`src/rtl/sspr_pkg.sv`:
```
// Constants for the sync serial pin routing block.
// Operation
// RULE1: Port 4 pins 2..0 go to the serial channel when select-high bits are 0 and select-low bits are 1.
// RULE2: Port 4 bit 2 drives push-pull when both drive bits are 1 and direction is 0, carrying serial data out.
// RULE3: In slave mode port 4 bits 1 and 0 are inputs when their direction bits are 1.
// RULE4: Software picks the input mode of port 4 bits 1 and 0 freely with their drive bits.
// RULE5: While port 4 bits 2..0 serve the channel, their data register bits do not affect the pins.
// RULE6: Port 4 carries data out on bit 2, clock on bit 1, data in on bit 0, selected as in master mode.
// RULE7: Port A pins 2..0 go to the serial channel when the port A select bits hold 1.
// RULE8: In master mode port A bits 2 and 1 drive push-pull when both drive bits are 1 and direction is 0.
// RULE9: In master mode port A bit 0 is an input carrying serial data in when its direction bit is 1.
// RULE10: Software picks the input state of port A bit 0 freely with its drive bits.
// RULE11: While port A bits 2..0 serve the channel, their data register bits do not affect the pins.
// RULE12: Slave mode on port A uses the same selection as master mode.
// RULE13: In slave mode port A bit 1 is a clock input when its direction bit is 1.
package sspr_pkg;
    localparam int ADDR_W = 16;
    localparam int DATA_W = 8;
    localparam int PIN_W = 8;
    localparam logic [15:0] P4_DATA_ADDR = 16'hF220;
    localparam logic [15:0] P4_DIR_ADDR = 16'hF221;
    localparam logic [15:0] P4_CON0_ADDR = 16'hF222;
    localparam logic [15:0] P4_CON1_ADDR = 16'hF223;
    localparam logic [15:0] P4_SEL0_ADDR = 16'hF224;
    localparam logic [15:0] P4_SEL1_ADDR = 16'hF225;
    localparam logic [15:0] PA_DATA_ADDR = 16'hF250;
    localparam logic [15:0] PA_DIR_ADDR = 16'hF251;
    localparam logic [15:0] PA_CON0_ADDR = 16'hF252;
    localparam logic [15:0] PA_CON1_ADDR = 16'hF253;
    localparam logic [15:0] PA_SEL0_ADDR = 16'hF254;
    localparam logic [7:0] REG_RESET = 8'h00;
    localparam logic [7:0] P4_SEL_MASK = 8'h07;
    localparam logic [7:0] PA_SEL_MASK = 8'h0F;
    localparam int BIT_SOUT = 2;
    localparam int BIT_SCK = 1;
    localparam int BIT_SIN = 0;
    typedef enum logic [1:0] {
        SSPR_PIN_IN = 2'b00,
        SSPR_PIN_CMOS = 2'b11,
        SSPR_PIN_NCH = 2'b01,
        SSPR_PIN_PCH = 2'b10
    } sspr_drive_e;
endpackage : sspr_pkg

```
`src/rtl/sspr_port_if.sv`:
```
// Interface carrying one port's configuration and pin signals between modules.
`timescale 1ns/10ps
interface sspr_port_if;
    logic [7:0] dat;
    logic [7:0] dir;
    logic [7:0] con0;
    logic [7:0] con1;
    logic [2:0] func_en;
    logic [2:0] alt_out;
    logic [7:0] pin_out;
    logic [7:0] pin_oe;
    modport ctrl (output dat, dir, con0, con1, func_en, alt_out, input pin_out, pin_oe);
    modport pad (input dat, dir, con0, con1, func_en, alt_out, output pin_out, pin_oe);
endinterface : sspr_port_if

```
`src/rtl/sspr_top.sv`:
```
// Register file and pin routing of the sync serial channel onto port 4 or port A.
`timescale 1ns/10ps
module sspr_top (
    // Clock, reset, enable.
    input wire logic core_clk,
    input wire logic reset,
    input wire logic clk_en,
    // Register port.
    input wire logic [sspr_pkg::ADDR_W-1:0] reg_addr,
    input wire logic [sspr_pkg::DATA_W-1:0] reg_wdata,
    input wire logic reg_wr,
    input wire logic reg_rd,
    output logic [sspr_pkg::DATA_W-1:0] reg_rdata,
    // Serial unit side.
    input wire logic serial_data_out,
    input wire logic serial_clock_out,
    input wire logic serial_clock_oe,
    output logic serial_clock_in,
    output logic serial_data_in,
    // Port 4 pins.
    input wire logic [7:0] port4_pin_in,
    output logic [7:0] port4_pin_out,
    output logic [7:0] port4_pin_oe,
    // Port A pins.
    input wire logic [7:0] porta_pin_in,
    output logic [7:0] porta_pin_out,
    output logic [7:0] porta_pin_oe
);
    import sspr_pkg::*;

    // ****************************************************************
    // Registers
    // ****************************************************************
    logic [7:0] p4_dat_r, p4_dir_r, p4_con0_r, p4_con1_r, p4_sel0_r, p4_sel1_r;
    logic [7:0] pa_dat_r, pa_dir_r, pa_con0_r, pa_con1_r, pa_sel0_r;

    function automatic logic hit(input logic [15:0] a, input logic [15:0] b);
        return a == b;
    endfunction : hit

    always_ff @(posedge core_clk) begin
        if (reset) begin
            p4_dat_r <= REG_RESET;
            p4_dir_r <= REG_RESET;
            p4_con0_r <= REG_RESET;
            p4_con1_r <= REG_RESET;
            p4_sel0_r <= REG_RESET;
            p4_sel1_r <= REG_RESET;
            pa_dat_r <= REG_RESET;
            pa_dir_r <= REG_RESET;
            pa_con0_r <= REG_RESET;
            pa_con1_r <= REG_RESET;
            pa_sel0_r <= REG_RESET;
        end else if (clk_en && reg_wr) begin
            if (hit(reg_addr, P4_DATA_ADDR)) p4_dat_r <= reg_wdata;
            if (hit(reg_addr, P4_DIR_ADDR)) p4_dir_r <= reg_wdata;
            if (hit(reg_addr, P4_CON0_ADDR)) p4_con0_r <= reg_wdata; // see RULE4
            if (hit(reg_addr, P4_CON1_ADDR)) p4_con1_r <= reg_wdata; // see RULE4
            if (hit(reg_addr, P4_SEL0_ADDR)) p4_sel0_r <= reg_wdata & P4_SEL_MASK;
            if (hit(reg_addr, P4_SEL1_ADDR)) p4_sel1_r <= reg_wdata & P4_SEL_MASK;
            if (hit(reg_addr, PA_DATA_ADDR)) pa_dat_r <= reg_wdata;
            if (hit(reg_addr, PA_DIR_ADDR)) pa_dir_r <= reg_wdata;
            if (hit(reg_addr, PA_CON0_ADDR)) pa_con0_r <= reg_wdata; // see RULE10
            if (hit(reg_addr, PA_CON1_ADDR)) pa_con1_r <= reg_wdata; // see RULE10
            if (hit(reg_addr, PA_SEL0_ADDR)) pa_sel0_r <= reg_wdata & PA_SEL_MASK;
        end
    end

    // ****************************************************************
    // Function selection
    // ****************************************************************
    wire [2:0] p4_func = p4_sel0_r[2:0] & ~p4_sel1_r[2:0]; // see RULE1 RULE6
    wire [2:0] pa_func = pa_sel0_r[2:0]; // see RULE7 RULE12
    wire p4_all = &p4_func;
    wire pa_all = &pa_func;

    sspr_port_if p4_if ();
    sspr_port_if pa_if ();

    assign p4_if.dat = p4_dat_r;
    assign p4_if.dir = p4_dir_r;
    assign p4_if.con0 = p4_con0_r;
    assign p4_if.con1 = p4_con1_r;
    assign p4_if.func_en = p4_func;
    assign p4_if.alt_out = {serial_data_out, serial_clock_out, 1'b0};
    assign pa_if.dat = pa_dat_r;
    assign pa_if.dir = pa_dir_r;
    assign pa_if.con0 = pa_con0_r;
    assign pa_if.con1 = pa_con1_r;
    assign pa_if.func_en = pa_func;
    assign pa_if.alt_out = {serial_data_out, serial_clock_out, 1'b0};

    sspr_pad_ctl u_p4 (.port(p4_if));
    sspr_pad_ctl u_pa (.port(pa_if));

    // The serial clock pin drives only while the unit drives it (master).
    wire [7:0] p4_oe_nxt = p4_if.pin_oe & ~{6'h00, ~serial_clock_oe & p4_func[BIT_SCK], 1'b0};
    wire [7:0] pa_oe_nxt = pa_if.pin_oe & ~{6'h00, ~serial_clock_oe & pa_func[BIT_SCK], 1'b0};

    // Inputs back to the unit; port 4 wins when both are routed.
    wire sin_nxt = (p4_func[BIT_SIN] && p4_dir_r[BIT_SIN]) ? port4_pin_in[BIT_SIN] :
                   (pa_func[BIT_SIN] && pa_dir_r[BIT_SIN]) ? porta_pin_in[BIT_SIN] :
                   1'b0; // see RULE3 RULE9
    wire sck_nxt = (p4_func[BIT_SCK] && p4_dir_r[BIT_SCK]) ? port4_pin_in[BIT_SCK] :
                   (pa_func[BIT_SCK] && pa_dir_r[BIT_SCK]) ? porta_pin_in[BIT_SCK] :
                   1'b0; // see RULE3 RULE13

    wire [7:0] rd_mux =
        hit(reg_addr, P4_DATA_ADDR) ? p4_dat_r :
        hit(reg_addr, P4_DIR_ADDR) ? p4_dir_r :
        hit(reg_addr, P4_CON0_ADDR) ? p4_con0_r :
        hit(reg_addr, P4_CON1_ADDR) ? p4_con1_r :
        hit(reg_addr, P4_SEL0_ADDR) ? p4_sel0_r :
        hit(reg_addr, P4_SEL1_ADDR) ? p4_sel1_r :
        hit(reg_addr, PA_DATA_ADDR) ? pa_dat_r :
        hit(reg_addr, PA_DIR_ADDR) ? pa_dir_r :
        hit(reg_addr, PA_CON0_ADDR) ? pa_con0_r :
        hit(reg_addr, PA_CON1_ADDR) ? pa_con1_r :
        hit(reg_addr, PA_SEL0_ADDR) ? pa_sel0_r : 8'h00;

    // ****************************************************************
    // Output registers
    // ****************************************************************
    always_ff @(posedge core_clk) begin
        if (reset) begin
            reg_rdata <= 8'h00;
            port4_pin_out <= 8'h00;
            port4_pin_oe <= 8'h00;
            porta_pin_out <= 8'h00;
            porta_pin_oe <= 8'h00;
            serial_clock_in <= 1'b0;
            serial_data_in <= 1'b0;
        end else if (clk_en) begin
            reg_rdata <= reg_rd ? rd_mux : 8'h00;
            port4_pin_out <= p4_if.pin_out;
            port4_pin_oe <= p4_oe_nxt;
            porta_pin_out <= pa_if.pin_out;
            porta_pin_oe <= pa_oe_nxt;
            serial_clock_in <= sck_nxt;
            serial_data_in <= sin_nxt;
        end
    end

    // ****************************************************************
    // Assertions
    // ****************************************************************
    p4_sout_cmos_a: assert property (@(posedge core_clk) disable iff (reset) // see RULE2
        clk_en && p4_func[BIT_SOUT] && p4_con0_r[2] && p4_con1_r[2] && !p4_dir_r[2]
        |=> port4_pin_oe[2] && port4_pin_out[2] == $past(serial_data_out))
        else $error("port 4 data out not driven");
    pa_sck_cmos_a: assert property (@(posedge core_clk) disable iff (reset) // see RULE8
        clk_en && pa_func[BIT_SCK] && serial_clock_oe && pa_con0_r[1] && pa_con1_r[1]
        && !pa_dir_r[1] |=> porta_pin_oe[1] && porta_pin_out[1] == $past(serial_clock_out))
        else $error("port A clock not driven");
    p4_in_pins_a: assert property (@(posedge core_clk) disable iff (reset) // see RULE3
        clk_en && p4_dir_r[1] && p4_dir_r[0] |=> !port4_pin_oe[1] && !port4_pin_oe[0])
        else $error("port 4 input pin driven");
    pa_sin_path_a: assert property (@(posedge core_clk) disable iff (reset) // see RULE9
        clk_en && pa_func[BIT_SIN] && pa_dir_r[0] && !(p4_func[0] && p4_dir_r[0])
        |=> serial_data_in == $past(porta_pin_in[0]))
        else $error("port A data in lost");
    p4_sel_need_a: assert property (@(posedge core_clk) disable iff (reset) // see RULE1
        clk_en && p4_sel1_r[BIT_SIN] && !(pa_func[BIT_SIN] && pa_dir_r[BIT_SIN])
        |=> !serial_data_in)
        else $error("port 4 data in routed without selection");
    p4_sin_all_a: assert property (@(posedge core_clk) disable iff (reset) // see RULE1
        clk_en && p4_all && p4_dir_r[BIT_SIN]
        |=> serial_data_in == $past(port4_pin_in[BIT_SIN]))
        else $error("port 4 data in not routed");
    p4_sck_rel_a: assert property (@(posedge core_clk) disable iff (reset) // see RULE6
        clk_en && p4_func[BIT_SCK] && !serial_clock_oe |=> !port4_pin_oe[BIT_SCK])
        else $error("port 4 clock pin driven in slave mode");
    p4_sck_in_a: assert property (@(posedge core_clk) disable iff (reset) // see RULE3
        clk_en && p4_func[BIT_SCK] && p4_dir_r[BIT_SCK]
        |=> serial_clock_in == $past(port4_pin_in[BIT_SCK]))
        else $error("port 4 clock input lost");
    freeze_hold_a: assert property (@(posedge core_clk) disable iff (reset)
        !clk_en |=> $stable(port4_pin_out) && $stable(porta_pin_out) && $stable(reg_rdata)
        && $stable(serial_data_in) && $stable(serial_clock_in))
        else $error("outputs moved while clock enable low");
    rdata_idle_a: assert property (@(posedge core_clk) disable iff (reset)
        clk_en && !reg_rd |=> reg_rdata == 8'h00)
        else $error("read data not cleared");
    p4_data_ign_a: assert property (@(posedge core_clk) disable iff (reset) // see RULE5
        clk_en && p4_func[2] && $stable(serial_data_out) && $changed(p4_dat_r)
        |=> $stable(port4_pin_out[2]) || $changed(p4_con0_r) || $changed(p4_con1_r))
        else $error("port 4 data register leaked");
    pa_data_ign_a: assert property (@(posedge core_clk) disable iff (reset) // see RULE11
        clk_en && pa_all && !pa_dir_r[2] && pa_con0_r[2] && pa_con1_r[2]
        |=> porta_pin_out[2] == $past(serial_data_out))
        else $error("port A data register leaked");
    pa_sck_in_a: assert property (@(posedge core_clk) disable iff (reset) // see RULE13
        clk_en && pa_func[1] && pa_dir_r[1] && !(p4_func[1] && p4_dir_r[1])
        |=> serial_clock_in == $past(porta_pin_in[1]) && !porta_pin_oe[1])
        else $error("port A clock input wrong");
endmodule : sspr_top

```
`src/rtl/sspr_pad_ctl.sv`:
```
// Combinational pad control for one 8-bit port with three serial alternate bits.
`timescale 1ns/10ps
module sspr_pad_ctl (
    sspr_port_if.pad port
);
    import sspr_pkg::*;

    // Drive value and enable per bit; direction 1 means input.
    function automatic logic [1:0] pad_drive(input logic d, input logic dir, input logic c0,
                                             input logic c1);
        logic en;
        logic val;
        en = !dir && (c0 || c1);
        case ({c1, c0})
            2'b01: val = 1'b0;
            2'b10: val = 1'b1;
            default: val = d;
        endcase
        if ({c1, c0} == 2'b01 && d) begin
            en = 1'b0;
        end
        if ({c1, c0} == 2'b10 && !d) begin
            en = 1'b0;
        end
        return {en, val};
    endfunction : pad_drive

    genvar i;
    generate
        for (i = 0; i < 8; i++) begin : g_bit
            wire src;
            wire [1:0] drv;
            if (i < 3) begin : g_alt
                assign src = port.func_en[i] ? port.alt_out[i] : port.dat[i]; // see RULE5 RULE11
            end else begin : g_gpio
                assign src = port.dat[i];
            end
            assign drv = pad_drive(src, port.dir[i], port.con0[i], port.con1[i]); // see RULE2 RULE8
            assign port.pin_out[i] = drv[0];
            assign port.pin_oe[i] = drv[1];
        end
    endgenerate
endmodule : sspr_pad_ctl

```
`config.mk`:
```
export PLATFORM = sky130hd
export DESIGN_NAME = sspr_top
export DESIGN_NICKNAME = d
export VERILOG_FILES = /design/src/rtl/sspr_pkg.sv /design/src/rtl/sspr_port_if.sv /design/src/rtl/sspr_top.sv /design/src/rtl/sspr_pad_ctl.sv
export SDC_FILE = /design/constraint.sdc
export NUM_CORES = 1
export LEC_CHECK = 0
export BUFFER_PORTS_ARGS = -buffer_cell sky130_fd_sc_hd__buf_2
export CAP_MARGIN = 10
export CORE_ASPECT_RATIO = 0.9
export CORE_MARGIN = 2
export CORE_UTILIZATION = 53
export CTS_CLUSTER_SIZE = 25
export DETAILED_ROUTE_END_ITERATION = 6
export PLACE_DENSITY = 0.75
export SLEW_MARGIN = 20
export SYNTH_ARGS = -nofsm -noshare
export SYNTH_HDL_FRONTEND = slang
export SYNTH_HIERARCHICAL = 1
export SYNTH_SLANG_ARGS = --single-unit
```
`constraint.sdc`:
```
create_clock -name core_clk -period 1.83 [get_ports core_clk]
set_clock_uncertainty 0.2 [all_clocks]
set_input_delay 0.0915 -clock core_clk [delete_from_list [all_inputs] [get_ports core_clk]]
set_output_delay 0.0915 -clock core_clk [all_outputs]
set_load 0.05 [all_outputs]
```
==> results.ini <==
[pwr]
comb_power_share_pct=6.2
power_density_nw_per_um2=778
netSwitchingFraction_pct=22.3
peakVddDrop_uv=1050
p_seq_share_pct=38.3
power_leakage_nw=3.53
clkPwrFrac_pct=55.6
power.internal_mw=5.13
switchingPower_mw=1.48

[die]
die_w_um=121
start_util_pct=54.4
placementRows=38
dieArea_um2=13300
core_um2=12100
pin_count=90
die_y_um=110

[placement]
dp_hpwl_um=13700
place_area_um2=7660
port_buffers=77
routabilityCongestion=0.923
placed_cells=999
pre_cts_ws_ns=-0.271

[logic_synthesis]
yosysSeqAreaShare_pct=35.3
yosys_register_bits=116
syn_inst=732
synth_edf_count=0
async_flop_share_pct=0
synthesis.area_um2=6570
synth_area_leader_cell=dfxtp_1
yosysUniqueCellTypes=65
yosys_warnings=6
synth_ff_type=dfxtp_1
synth_area_leaders=dfxtp_1, mux2i_1, ha_1
synth_top_area_share_pct=35.3
avgSynthCellArea_um2=8.98

[final_layout]
finish.utilization_pct=70.4
final_nets=970
layout-drive-gt1-share_pct=26.2
final_area_um2=8500
syn2layout_area_growth_pct=29.4
final_cell_mix=dfxtp_1, nor2_1, mux2i_1, buf_2, buf_4
n_antenna_cell=0
multi_input_area_um2=3940
register_area_um2=2320
fillers=945
final_common_cell=dfxtp_1
final_cells=1047

[sta]
period_needed_ns=1.76
setup_viol=0
setup_ws_ns=0.0676
final.period_utilization_pct=96.3
slew_headroom_pct=64.0
fmax_ghz=0.567
hold_viol_final=0
slew_viol_final=0
tightest_slew_ns=0.540
fin_tns_setup_ns=0

[cts]
numCtsBuffers=17
post_cts_buffers=0
clk_latency_ns=0.43
cts_max_path_buffers=2
clock-root-buffer=clkbuf_16
htree_num_levels=4
cts_num_sinks=116
path_clk_slew_ns=0.06
cts_tree=built

[grt]
grt-busiest-layer=met2
grt_use_total_pct=29.6
use_met2_pct=50.9
antenna_found_initial=0
overflow=0
met1_usage_pct=36.3
grt_pass1_vias=5804
grt_max_degree=54
use_met3_pct=5.45
grt_pass1_wl_um=30000

[setup_path]
critPathCaptureType=flip-flop
crit_path_max_fanout=3
start_kind=flip-flop
worstPathRequired_ns=1.92
rr_worst_depth=6
worstPathArrival_ns=1.85
worstSetupPathType=reg -> reg

[worst_hold_path]
hp-class=in -> reg
hold_depth=4

[detailed_routing]
vias=5992
wl_per_cell_um=18.4
viasPerCell=5.72
ant_nets=0
drt-pass1-iter-count=5
drc=0
finalWirelength_um=19300
drtIter0Drc=383

[run_status]
status=completed

[run]
drv_cap=0

area by class of cell:
cell class,count,area share [%]
clock buffers,19,5.21
clock inverters,13,2.43
inverters,41,1.81
multi-input cells,531,46.4
flip-flops and latches,116,27.3
well taps,160,2.36
repair buffers,167,14.5
what timing repair did:
| item | in CTS | in global routing |
|---|---|---|
| resized for setup | 2 | 10 |
| setup endpoints to repair | 1 | 7 |
| hold buffers | 16 | 0 |
| endpoints found under the hold margin | 82 | 0 |
logic make-up (layout without fill, tap and decap cells):
group	Yosys count	after routing	synth area share (%)
other	1	2	0.0571
buffers and inverters	86	240	5.28
AOI/OAI and AO/OA	112	112	11.3
DFF	116	116	35.3
adders and majority gates	48	48	9.14
muxes	117	117	19.5
and+or+nand+nor	252	252	19.4
Yosys cell counts (4+ instances only):
master	count
dfxtp_1	116
nor2_1	98
mux2i_1	85
nand2_1	59
ha_1	48
inv_1	41
a21oi_1	38
clkbuf_1	30
nor2b_1	23
nor3_1	20
mux2_2	18
o21ai_0	17
mux2_4	12
a2111oi_0	10
nand3_1	8
buf_2	7
nand2b_1	7
buf_1	6
o22ai_1	6
a221oi_1	5
a32oi_1	5
nand4_1	4
per-stage QoR:
step                hold slack [ns]  total power [mW]
floorplan                    0.0387              2.79
global placement              0.221              2.95
detailed placement            0.236              2.96
CTS                         0.00712              6.62
global route                 0.0367              6.78
finish                       0.0137              6.61
registers in the layout (all words and copies together) (netlist names), 4 cells and up:
name,cells
p4_con0_r,8
p4_con1_r,8
p4_dat_r,8
p4_dir_r,8
pa_con0_r,8
pa_con1_r,8
pa_dat_r,8
pa_dir_r,8
pa_sel0_r,4
port4_pin_oe,8
port4_pin_out,8
porta_pin_oe,8
porta_pin_out,8
reg_rdata,8
power by group through the flow:
stage	sequential [mW]	clock, mW	combinational [mW]
after floorplan	2.59	0	0.202
after global placement	2.58	0	0.369
after detailed placement	2.58	0	0.372
final	2.53	3.67	0.407
after CTS	2.53	3.69	0.401
after global routing	2.53	3.82	0.431
layer usage:
| layer | vias up | part of all wire [%] |
|---|---|---|
| met5 | - | 0 |
| met2 | 201 | 49 |
| met1 | 2889 | 43 |
| met4 | 0 | 2.5 |
| met3 | 39 | 5.2 |
| li1 | 2863 | - |
worst max-delay path, cell delays in order, from the launching register on:
cell and delay (ns):
dfxtp_2 0.34, inv_1 0.07, nor2_2 0.14, mux2_4 0.33
mux2_4 0.31, o311ai_0 0.12, a21oi_1 0.12
final timing paths:
| path | start | slack, ns | to |
|---|---|---|---|
| max | p4_sel0_r[1] | 0.07 | port4_pin_oe[1] |
| min | reg_wr | 0.01 | p4_con0_r[6] |
| max reg2reg | p4_sel0_r[1] | 0.07 | port4_pin_oe[1] |
| min reg2reg | porta_pin_oe[1] | 0.26 | porta_pin_oe[1] |
(Power assumes the default switching activity.)
